File: src/brownout_map.vh
/*
  register map, field positions, reset values and timing counts for the
  brown-out detect control block. assumes a 10 MHz system clock.
*/
`ifndef BROWNOUT_MAP_VH
`define BROWNOUT_MAP_VH

// register indices as printed; byte address is four times the index
`define BO_IDX_CTRL          8'ha3
`define BO_IDX_LPFLT         8'hab
`define BO_IDX_TIMED         8'hb0
`define BO_IDX_SYSCTL        8'hb1
`define BO_ADDR_CTRL         12'h28c
`define BO_ADDR_LPFLT        12'h2ac
`define BO_ADDR_TIMED        12'h2c0
`define BO_ADDR_SYSCTL       12'h2c4

// control/status field positions
`define BO_F_DETEN           7
`define BO_F_THR_HI          5
`define BO_F_THR_LO          4
`define BO_F_EVENT           3
`define BO_F_RSTEN           2
`define BO_F_RSTFLAG         1
`define BO_F_BELOW           0
// low-power/filter field positions
`define BO_F_LP_HI           2
`define BO_F_LP_LO           1
`define BO_F_FLTEN           0
// system control field positions (irq enables, clock source, power-down)
`define BO_F_IRQEN           0
`define BO_F_GIRQEN          1
`define BO_F_SLOWCLK         2
`define BO_F_PWRDN           3

`define BO_LPFLT_RESET       8'h01
`define BO_SYSCTL_RESET      8'h00
`define BO_UNLOCK_KEY1       8'haa
`define BO_UNLOCK_KEY2       8'h55

// timing
`define BO_CLK_NS            100
`define BO_FLT_SYS_CYC       32
`define BO_FLT_LOW_SPEED_INTERNAL_OSC_CYC      2
`define BO_SETTLE_LOW_SPEED_INTERNAL_OSC_CYC   3
`define BO_LP1_US            1600
`define BO_LP2_US            6400
`define BO_LP3_US            25600
`define BO_LP_CYC(us)        (((us) * 1000) / `BO_CLK_NS)
`define BO_ON_LOW_SPEED_INTERNAL_OSC_CYC       16

`endif

File: src/brownout_detect_control.v
/*
  brown-out detect control: threshold/enable registers, event and reset-cause
  flags, live status, low-power duty cycling and noise filter, APB slave.
  assumes an analog comparator (high = supply below threshold), a low-speed
  oscillator tick pulse already in this clock domain, and a boot config word.
*/
`timescale 1ns/1ns
`default_nettype none
`include "brownout_map.vh"

module brownout_detect_control
(
  input  wire        i_clk_sys,    // system clock, 10 MHz
  input  wire        i_srst,       // synchronous reset, active high
  input  wire        i_por,        // power-on reset, active high
  input  wire        i_low_speed_internal_osc_tick,  // slow oscillator tick, one-cycle pulse
  input  wire        i_cmp_below,  // async comparator, high = below
  input  wire [7:0]  i_boot_cfg,   // boot config word
  input  wire        i_psel,       // apb select
  input  wire        i_penable,    // apb enable
  input  wire        i_pwrite,     // apb direction
  input  wire [11:0] i_paddr,      // apb byte address
  input  wire [31:0] i_pwdata,     // apb write data
  output wire [31:0] o_prdata,     // apb read data
  output wire        o_pready,     // apb ready
  output wire        o_pslverr,    // apb error
  output wire        o_det_power,  // analog detector power
  output wire [1:0]  o_threshold,  // analog trip level select
  output reg         o_bo_reset,   // brown-out reset request, one pulse
  output wire        o_irq         // brown-out interrupt request
);

  localparam [31:0] LP1_CYC = `BO_LP_CYC(`BO_LP1_US);
  localparam [31:0] LP2_CYC = `BO_LP_CYC(`BO_LP2_US);
  localparam [31:0] LP3_CYC = `BO_LP_CYC(`BO_LP3_US);
  // reset images and filter lengths kept full width, sliced where used
  localparam [7:0]  LPFLT_RST  = `BO_LPFLT_RESET;
  localparam [7:0]  SYSCTL_RST = `BO_SYSCTL_RESET;
  localparam [31:0] FLT_SYS_N  = `BO_FLT_SYS_CYC;
  localparam [31:0] FLT_LOW_SPEED_INTERNAL_OSC_N = `BO_FLT_LOW_SPEED_INTERNAL_OSC_CYC;
  // unlock states
  localparam [1:0] UL_IDLE = 2'h0;
  localparam [1:0] UL_KEY1 = 2'h1;
  localparam [1:0] UL_OPEN = 2'h2;

  reg        det_en_reg;
  reg  [1:0] thr_reg;
  reg        rst_en_reg;
  reg        event_reg;
  reg        rstflag_reg;
  reg  [1:0] lp_reg;
  reg        flt_en_reg;
  reg  [3:0] sysctl_reg;
  reg  [1:0] ul_state_reg;
  reg  [1:0] settle_reg;
  reg  [5:0] flt_cnt_reg;
  reg        filt_reg;
  reg        filt_d_reg;
  reg        rst_pend_reg;
  reg  [18:0] period_reg;
  reg  [4:0] on_cnt_reg;
  reg        sampling_reg;
  reg        init_reg;
  reg [31:0] rdata_reg;
  wire       cmp_sync;

  // byte address to register index
  function [7:0] reg_index;
    input [11:0] addr;
    begin
      reg_index = addr[9:2];
    end
  endfunction

  wire [7:0] idx   = reg_index(i_paddr);
  wire       wr    = i_psel & i_penable & i_pwrite;
  wire       rd    = i_psel & i_penable & ~i_pwrite;
  wire       known = (idx == `BO_IDX_CTRL) | (idx == `BO_IDX_LPFLT) |
                     (idx == `BO_IDX_TIMED) | (idx == `BO_IDX_SYSCTL);
  wire       unlocked = (ul_state_reg == UL_OPEN);
  wire       wr_ctrl  = wr & (idx == `BO_IDX_CTRL) & unlocked;
  wire       wr_lpflt = wr & (idx == `BO_IDX_LPFLT) & unlocked;
  wire       wr_timed = wr & (idx == `BO_IDX_TIMED);
  wire       pwrdn    = sysctl_reg[`BO_F_PWRDN];
  wire       slowclk  = sysctl_reg[`BO_F_SLOWCLK];

  assign o_pready  = 1'b1;
  assign o_pslverr = i_psel & i_penable & ~known;
  assign o_prdata  = rdata_reg;

  // comparator into system domain
  brownout_sync u_sync
  (
    .i_clk_sys (i_clk_sys),
    .i_srst    (i_srst),
    .i_async   (i_cmp_below),
    .o_sync    (cmp_sync)
  );

  // timed-access unlock: key1 then key2 opens one protected write
  always @(posedge i_clk_sys)
  begin
    if (i_srst)
      ul_state_reg <= UL_IDLE;
    else
    begin
      case (ul_state_reg)
        UL_IDLE:
          if (wr_timed && i_pwdata[7:0] == `BO_UNLOCK_KEY1)
            ul_state_reg <= UL_KEY1;
        UL_KEY1:
          if (wr_timed && i_pwdata[7:0] == `BO_UNLOCK_KEY2)
            ul_state_reg <= UL_OPEN;
          else if (wr)
            ul_state_reg <= UL_IDLE;
        UL_OPEN:
          if (wr)
            ul_state_reg <= UL_IDLE;    // one write per unlock
        default:
          ul_state_reg <= UL_IDLE;
      endcase
    end
  end

  // low-power duty cycling: detector powered for a short window each period
  wire [31:0] period_len = (lp_reg == 2'b01) ? LP1_CYC :
                           (lp_reg == 2'b10) ? LP2_CYC : LP3_CYC;
  wire        lp_mode    = (lp_reg != 2'b00);
  always @(posedge i_clk_sys)
  begin
    if (i_srst || !det_en_reg || !lp_mode)
    begin
      period_reg   <= 19'h00000;
      on_cnt_reg   <= 5'h00;
      sampling_reg <= 1'b0;
    end
    else if (period_reg >= period_len[18:0] - 19'h00001)
    begin
      period_reg   <= 19'h00000;
      sampling_reg <= 1'b1;
      on_cnt_reg   <= 5'h00;
    end
    else
    begin
      period_reg <= period_reg + 19'h00001;
      if (sampling_reg && i_low_speed_internal_osc_tick)
      begin
        // window of 16 slow ticks sets the unfiltered minimum pulse
        if (on_cnt_reg == `BO_ON_LOW_SPEED_INTERNAL_OSC_CYC - 1)
          sampling_reg <= 1'b0;
        on_cnt_reg <= on_cnt_reg + 5'h01;
      end
    end
  end

  assign o_det_power = det_en_reg & (~lp_mode | sampling_reg);
  assign o_threshold = thr_reg;

  // settle counter: output ignored until 3 slow ticks after power-up
  always @(posedge i_clk_sys)
  begin
    if (i_srst || !o_det_power)
      settle_reg <= 2'h0;
    else if (i_low_speed_internal_osc_tick && settle_reg != `BO_SETTLE_LOW_SPEED_INTERNAL_OSC_CYC)
      settle_reg <= settle_reg + 2'h1;
  end
  wire cmp_valid = o_det_power & (settle_reg == `BO_SETTLE_LOW_SPEED_INTERNAL_OSC_CYC);

  // noise filter: sys-clock count in fast normal mode, slow ticks otherwise
  wire use_slow = pwrdn | lp_mode | slowclk;
  wire flt_on   = flt_en_reg | pwrdn;
  wire [5:0] flt_need = use_slow ? FLT_LOW_SPEED_INTERNAL_OSC_N[5:0] : FLT_SYS_N[5:0];
  wire       flt_step = use_slow ? i_low_speed_internal_osc_tick : 1'b1;
  always @(posedge i_clk_sys)
  begin
    if (i_srst)
    begin
      flt_cnt_reg <= 6'h00;
      filt_reg    <= 1'b0;
    end
    else if (!cmp_valid)
    begin
      // a lost sample in low-power mode keeps the last level
      flt_cnt_reg <= 6'h00;
      if (!det_en_reg)
        filt_reg <= 1'b0;
    end
    else if (cmp_sync == filt_reg)
      flt_cnt_reg <= 6'h00;
    else if (!flt_on)
      filt_reg <= cmp_sync;
    else if (flt_step)
    begin
      if (flt_cnt_reg == flt_need - 6'h01)
      begin
        filt_reg    <= cmp_sync;
        flt_cnt_reg <= 6'h00;
      end
      else
        flt_cnt_reg <= flt_cnt_reg + 6'h01;
    end
  end

  wire crossing  = (filt_reg != filt_d_reg) & det_en_reg;   // off is no crossing
  wire fall_trip = filt_reg & ~filt_d_reg;

  // reset request when a drop is seen with reset enabled
  always @(posedge i_clk_sys)
  begin
    if (i_srst)
    begin
      filt_d_reg   <= 1'b0;
      o_bo_reset   <= 1'b0;
      rst_pend_reg <= 1'b0;
    end
    else
    begin
      filt_d_reg   <= filt_reg;
      o_bo_reset   <= fall_trip & rst_en_reg;
      rst_pend_reg <= fall_trip & rst_en_reg;
    end
  end

  // reset-cause flag: kept across other resets, set on a brown-out reset
  always @(posedge i_clk_sys)
  begin
    if (i_por)
      rstflag_reg <= 1'b0;
    else if (rst_pend_reg)
      rstflag_reg <= 1'b1;                         // set beats clear
    else if (wr_ctrl)
      rstflag_reg <= i_pwdata[`BO_F_RSTFLAG];
  end

  // control registers; reset reloads the config-owned fields
  always @(posedge i_clk_sys)
  begin
    if (i_srst)
    begin
      det_en_reg <= 1'b0;
      thr_reg    <= 2'b00;
      rst_en_reg <= 1'b0;
      event_reg  <= 1'b0;
      init_reg   <= 1'b1;
      sysctl_reg <= SYSCTL_RST[3:0];
    end
    else if (init_reg)
    begin
      // strap caught after release of reset
      det_en_reg <= i_boot_cfg[`BO_F_DETEN];
      thr_reg    <= i_boot_cfg[`BO_F_THR_HI:`BO_F_THR_LO];
      rst_en_reg <= i_boot_cfg[`BO_F_RSTEN];
      event_reg  <= i_boot_cfg[`BO_F_DETEN] & ~i_boot_cfg[`BO_F_RSTEN] &
                    cmp_sync;
      init_reg   <= 1'b0;
    end
    else
    begin
      if (wr_ctrl)
      begin
        det_en_reg <= i_pwdata[`BO_F_DETEN];
        thr_reg    <= i_pwdata[`BO_F_THR_HI:`BO_F_THR_LO];
        rst_en_reg <= i_pwdata[`BO_F_RSTEN];
      end
      if (crossing)
        event_reg <= 1'b1;                         // set beats clear
      else if (wr_ctrl)
        event_reg <= i_pwdata[`BO_F_EVENT];
      if (wr && idx == `BO_IDX_SYSCTL)
        sysctl_reg <= i_pwdata[3:0];
    end
  end

  // low-power and filter register; filter enable defaults on
  always @(posedge i_clk_sys)
  begin
    if (i_por)
    begin
      lp_reg     <= LPFLT_RST[`BO_F_LP_HI:`BO_F_LP_LO];
      flt_en_reg <= LPFLT_RST[`BO_F_FLTEN];
    end
    else if (wr_lpflt)
    begin
      lp_reg     <= i_pwdata[`BO_F_LP_HI:`BO_F_LP_LO];
      flt_en_reg <= i_pwdata[`BO_F_FLTEN];
    end
  end

  assign o_irq = event_reg & sysctl_reg[`BO_F_IRQEN] &
                 sysctl_reg[`BO_F_GIRQEN];

  // registered read data during setup phase
  always @(posedge i_clk_sys)
  begin
    if (i_srst)
      rdata_reg <= 32'h00000000;
    else if (i_psel && !i_penable)
    begin
      rdata_reg <= 32'h00000000;
      case (idx)
        `BO_IDX_CTRL:
          rdata_reg[7:0] <= {det_en_reg, 1'b0, thr_reg, event_reg, rst_en_reg,
                             rstflag_reg, filt_reg & det_en_reg};
        `BO_IDX_LPFLT:
          rdata_reg[7:0] <= {5'h00, lp_reg, flt_en_reg};
        `BO_IDX_SYSCTL:
          rdata_reg[7:0] <= {4'h0, sysctl_reg};
        default:
          rdata_reg <= 32'h00000000;
      endcase
    end
  end

endmodule
`default_nettype wire

File: src/brownout_sync.v
/*
  two-flop synchroniser for one asynchronous level.
  assumes the input may change at any time relative to i_clk_sys.
*/
`timescale 1ns/1ns
`default_nettype none

module brownout_sync
(
  input  wire i_clk_sys, // system clock
  input  wire i_srst,    // synchronous reset, active high
  input  wire i_async,   // asynchronous level
  output reg  o_sync     // synchronised level
);

  reg meta_reg;

  // first stage feeds only the second stage
  always @(posedge i_clk_sys)
  begin
    if (i_srst)
    begin
      meta_reg <= 1'b0;
      o_sync   <= 1'b0;
    end
    else
    begin
      meta_reg <= i_async;
      o_sync   <= meta_reg;
    end
  end

endmodule
`default_nettype wire

File: config.mk
export PLATFORM = sky130hd
export DESIGN_NAME = brownout_detect_control
export DESIGN_NICKNAME = d
export VERILOG_FILES = /design/src/brownout_detect_control.v /design/src/brownout_sync.v
export VERILOG_INCLUDE_DIRS = /design/src /design/src/src
export SDC_FILE = /design/constraint.sdc
export NUM_CORES = 1
export LEC_CHECK = 0
export BUFFER_PORTS_ARGS = -buffer_cell sky130_fd_sc_hd__buf_2
export CORE_MARGIN = 4
export CORE_UTILIZATION = 47
export DETAILED_ROUTE_END_ITERATION = 12
export GPL_TIMING_DRIVEN = 0
export PLACE_DENSITY_LB_ADDON = 0.3
export SETUP_SLACK_MARGIN = 0.05
export SLEW_MARGIN = 20
export SYNTH_ARGS = -nofsm -noshare
export SYNTH_HDL_FRONTEND = slang
export SYNTH_SLANG_ARGS = --single-unit
File: constraint.sdc
create_clock -name i_clk_sys -period 2.9 [get_ports i_clk_sys]
set_input_delay 0.145 -clock i_clk_sys [delete_from_list [all_inputs] [get_ports i_clk_sys]]
set_output_delay 0.145 -clock i_clk_sys [all_outputs]
set_load 0.02 [all_outputs]
=== After elaboration in Yosys (flattened, before gate mapping) ===
Cells that the tools add are included.

* $add $sub $neg: 6
* Order comparisons: 1
* Eq/ne operators: 21
* Mux-type cells: 31
* Bitwise gates (word level): 31
* Reductions and logical operators: 26

{| class="wikitable"
|+ Operator list
! kind !! count
|-
| equality test 8 bit, second input constant || 5
|-
| 2-to-1 mux 18 bit || 2
|-
| case mux 8 bit (3 select lines) || 1
|-
| 2-to-1 mux 1 bit || 20
|-
| adder 19 x 1 -> 19 bit, second input constant || 1
|-
| greater-or-equal comparator 19 bit || 1
|-
| subtractor 18 x 1 -> 19 bit, second input constant || 1
|-
| AND 1 bit || 18
|-
| 2-to-1 mux 6 bit || 2
|-
| 2-to-1 mux 2 bit || 5
|-
| nonzero test 2 bit || 5
|-
| equality test 8 x 7 -> 1 bit, second input constant || 1
|-
| OR 1 bit || 7
|-
| adder 6 x 1 -> 6 bit, second input constant || 1
|-
| equality test 2 bit, second input constant || 3
|-
| equality test 6 bit || 1
|-
| logical AND 1 bit || 6
|-
| inequality test 2 bit, second input constant || 3
|-
| inequality test 3 x 2 -> 1 bit, second input constant || 2
|-
| inverter 1 bit || 6
|-
| case mux 2 bit (3 select lines) || 1
|-
| AND reduction 2 bit || 3
|-
| subtractor 6 x 1 -> 6 bit, second input constant || 1
|-
| adder 5 x 1 -> 5 bit, second input constant || 1
|-
| 13 further kinds || 19
|}

* Register bits: 62
* Output and inout bits: 39

=== Depth between registers and ports, before layout ===
* Depth after elaboration: 11
* Depth in mapped cells: 10
* Mapped depth without buffers: 9

=== Cells and area by module ===
A second synthesis with hierarchy kept.

* Cell total of the unflattened synthesis: 378
* Area total of the unflattened synthesis: 3318.2 sq um

{| class="wikitable"
|+ By module, submodules not included
! module !! instances !! cells an instance !! area each (sq um) !! seq. area each (sq um)
|-
| brownout_detect_control || 1 || 374 || 3265.6 || 1181.1
|-
| brownout_sync || 1 || 4 || 52.6 || 40.0
|}

=== Worst setup path after synthesis ===
Ideal clock, no wire load.

* Path kind: reg-to-reg
* Start: register lp_reg[0]
* End: register on_cnt_reg[0]
* Arrival: 2181 ps
* Data required time: 2822 ps
* Setup slack: 641 ps
* Stages on the path, launching flop included: 10
* Buffers on the path: 1
* Period minus slack after synthesis: 2259 ps
* Path through: dfxtp_1 -> inv_1 -> ha_1 -> ha_1 -> a211oi_1 -> nand2_1 -> a21o_1 -> a311o_1 -> buf_2 -> nor3_1

* Cells in the longest elaborated chain, start to end: 6

{| class="wikitable"
|+ Ends and longest elaborated chain
! element !! RTL line !! RTL
|-
| from (decl) || brownout_detect_control.v:51 || <nowiki>reg [1:0] lp_reg;</nowiki>
|-
| from (signal assigned) || brownout_detect_control.v:279 || <nowiki>lp_reg <= LPFLT_RST[`BO_F_LP_HI:`BO_F_LP_LO];</nowiki>
|-
| from (signal assigned) || brownout_detect_control.v:284 || <nowiki>lp_reg <= i_pwdata[`BO_F_LP_HI:`BO_F_LP_LO];</nowiki>
|-
| equality test 2 bit || brownout_detect_control.v:127 || <nowiki>(lp_reg == 2'b10) ? LP2_CYC : LP3_CYC;</nowiki>
|-
| 2-to-1 mux 18 bit || brownout_detect_control.v:127 ||
|-
| 2-to-1 mux 18 bit || brownout_detect_control.v:126 || <nowiki>wire [31:0] period_len = (lp_reg == 2'b01) ? LP1_CYC :</nowiki>
|-
| subtractor 18 x 1 -> 19 bit || brownout_detect_control.v:137 || <nowiki>else if (period_reg >= period_len[18:0] - 19'h00001)</nowiki>
|-
| greater-or-equal comparator 19 bit || brownout_detect_control.v:137 ||
|-
| OR reduction 2 bit (no line) (*) || n/a ||
|-
| to (signal assigned) || brownout_detect_control.v:151 || <nowiki>on_cnt_reg <= on_cnt_reg + 5'h01;</nowiki>
|-
| to (decl) || brownout_detect_control.v:61 || <nowiki>reg [4:0] on_cnt_reg;</nowiki>
|}

Every way passes the cells marked *; elsewhere a longest branch is shown, timed or not.
A chain may end at the register's enable or synchronous reset.

=== Worst setup path after layout ===
* Start: register lp_reg[1]
* End: register period_reg[15]

* Cells in the longest elaborated chain, start to end: 6

{| class="wikitable"
|+ Ends and longest elaborated chain
! element !! RTL line !! RTL
|-
| equality test 2 bit || brownout_detect_control.v:127 ||
|-
| 2-to-1 mux 18 bit || brownout_detect_control.v:127 ||
|-
| 2-to-1 mux 18 bit || brownout_detect_control.v:126 ||
|-
| subtractor 18 x 1 -> 19 bit || brownout_detect_control.v:137 ||
|-
| greater-or-equal comparator 19 bit || brownout_detect_control.v:137 ||
|-
| OR reduction 2 bit (no line) (*) || n/a ||
|-
| to (signal assigned) || brownout_detect_control.v:145 || <nowiki>period_reg <= period_reg + 19'h00001;</nowiki>
|-
| to (decl) || brownout_detect_control.v:60 || <nowiki>reg [18:0] period_reg;</nowiki>
|}

Marked as above.

==> flow_summary.ini <==
[status]
status = finished, final reports clean

[worst_setup_path]
slowest_delay_ns = 0.41
crit_end = period_reg[15]
cp.required_ns = 3.12
crit_cells = 8
rr_startpoint = lp_reg[1]
crit_slowest_cell = dfxtp_1
r2r_cells = 8
startpoint_type = register
cp_cell_sequence = inv_1 -> ha_1 -> ha_1 -> nand3b_1 -> nor4_2 -> a311o_1 -> buf_2 -> nor3_1
cp_top_family = adder cells
cp_max_fo = 10
cp-end-kind = register
path_class = reg -> reg
crit_start = lp_reg[1]
path_buf_inv = 2
reg2reg_slack_ns = 0.32
crit_top_cell = ha_1
cp.arrival_ns = 2.79
r2r-end = period_reg[15]

[finish]
nets = 534
final_util = 0.581
drive_gt1_frac = 0.200
finish.instance_area_mm2 = 0.00399
fillers = 655
area_growth_pct = 19.3
diodes = 0
largest_register_ffs = 19
final_common_cell = dfxtp_1
final_cell_mix = 61 x dfxtp_1, 45 x buf_2, 35 x nor2_1, 32 x nor3_1

[min_path]
min_path_type = in -> reg

[clock_tree]
ctsHtreeMaxLevel = 3
cts.sinks = 61
path_clk_slew_ns = 0.06
cts_buffer_depth = 2
clk_latency_ns = 0.34
tritoncts = yes
tritoncts.num_buffers = 9
clockRootBuffer = clkbuf_8

[sta]
max-slew-margin-rel = 0.556
hold_slack_ns = 0.0306
finClkSkew_ns = 0.00620
period_share = 0.888
clock.fmax_ghz = 0.388
rsz0062_at_grt = no
fin_setup_tns_ns = 0
period_needed_ns = 2.58
finalSetupViolCount = 0
finalMaxSlewViolations = 0
tightestPinTransition_ns = 0.660
finalHoldViolations = 0

[synth]
yosys.cell_types.count = 54
ys_async_sr_fraction = 0
synth_compound_area_frac = 0.101
yosys.area_share.simple = 0.249
synthMuxAreaShare = 0.0478
ys_ff_latch = 61
synth_cells = 380
synth.yosys.warnings = 0
syn_avg_cell_area_um2 = 8.81
synth_top_family_by_area = simple AND/OR/NAND/NOR gates
synthAdderAreaFrac = 0.0673
synthFlopType = dfxtp_1
syn_area_mm2 = 0.00335
synth-edff-count = 0
ys_seq_area_frac = 0.365
synth_xor_area_frac = 0.0785

[power_and_ir_drop]
leakage_nw = 1.66
peakVddDrop_v = 0.000294
p_per_area_mw_per_mm2 = 462

[grt]
antenna_found_initial = 0
overflow = 0
grt_pass1_wl_um = 12200
grt_pass1_vias = 2794
grt_max_degree = 11
track_usage = 0.177

[placement]
port_buffers = 40
gp_congestion = 0.824
placed_cell_area_mm2 = 0.00376
hpwl_um = 5440

[drt]
vias_per_cell = 5.10
post_drt_wl_per_cell_um = 12.7
dr.pass1.iters = 4
num_vias = 2842
drt_iter0_drc = 88
drc = 0
wl_um = 7070
drtAntennaViolNets = 0

[floorplan]
io_pins = 99
die_x_um = 92.4
coreArea_mm2 = 0.00687
fp.dieH_um = 92.4
dieArea_mm2 = 0.00854
core.rowCount = 30
start_util = 0.487

[run]
maxCapViolCount = 0
==> metal layers <==
layer / up-vias / routed length [µm] / GRT usage
met1: 1315 / 3070 / 0.201
li1: 1453 / - / -
met2: 66 / 3500 / 0.313
met5: - / 0 / 0
met4: 0 / 74 / 0.0582
met3: 8 / 419 / 0.0577
==> power breakdown <==
group          switching [mW]  internal, mW
Combinational          0.0846        0.0591
Clock                   0.320         0.528
Sequential            0.00713         0.845
Total                   0.411          1.43
==> synth_stat cells, types with 2 or more instances <==
library cell	instances	area, µm²
nand3b_1	5	37.5
nand3_1	16	80.1
nand2_1	19	71.3
nor3b_1	5	37.5
a211oi_1	5	37.5
inv_1	14	52.6
conb_1	2	7.51
nor3_1	32	160
or4_1	2	15.0
and4_1	3	26.3
a21oi_1	11	55.1
ha_1	18	225
xor2_1	16	140
mux2i_1	16	160
a21o_1	2	15.0
nor2b_1	7	43.8
nand4_1	7	43.8
nand2b_1	4	25.0
a22o_1	2	17.5
and3_1	5	31.3
xnor2_1	14	123
o21ai_0	8	40.0
buf_2	5	25.0
a22oi_1	7	52.6
a31oi_1	2	12.5
nor2_1	35	131
buf_4	26	195
dfxtp_1	61	1220
clkbuf_1	6	22.5
==> kinds of logic after synthesis <==
| kind of cell | after synthesis |
|---|---|
| and+or+nand+nor | 152 |
| DFF | 61 |
| muxes | 16 |
| adders and majority gates | 18 |
| AOI/OAI and AO/OA | 49 |
| buffers and inverters | 52 |
| other | 2 |
| xor gates and xnor gates | 30 |
==> worst min-delay path by stage <==
| stage | from | endpoint | depth (start not counted) |
|---|---|---|---|
| 4_1_cts | i_por | rstflag_reg | 2 |
| 5_1_grt | i_por | rstflag_reg | 2 |
| 3_3_place_gp | i_srst | init_reg | 1 |
| 6_report | i_por | rstflag_reg | 2 |
| 3_5_place_dp | i_srst | init_reg | 1 |
| 2_1_floorplan | i_srst | init_reg | 0 |
==> layout make-up <==
cell class	instances	area, µm²	share of cell area
clock buffer	12	155	0.0388
multi-input combinational	291	1920	0.480
tap	96	120	0.0301
inverter	15	56.3	0.0141
timing repair buffer	41	210	0.0526
buffer	37	243	0.0608
clock inverter	4	70.1	0.0175
sequential	61	1220	0.306
==> repair_timing <==
| action | CTS | global route |
|---|---|---|
| endpoints found under the hold margin | 1 | 0 |
| hold buffers | 1 | 0 |
| buffers inserted | 0 | 0 |
| gates resized for setup | 0 | 0 |
==> stage by stage <==
stage / instances / worst slack [ns] / power, mW
global route: 557 / 0.102 / 1.92
CTS: 557 / 0.278 / 1.86
global placement: 540 / 0.401 / 1.01
floorplan: 404 / 0.641 / 0.968
finish: 557 / 0.324 / 1.84
detailed placement: 540 / 0.300 / 1.01
Power figures use the tool's default switching activity.
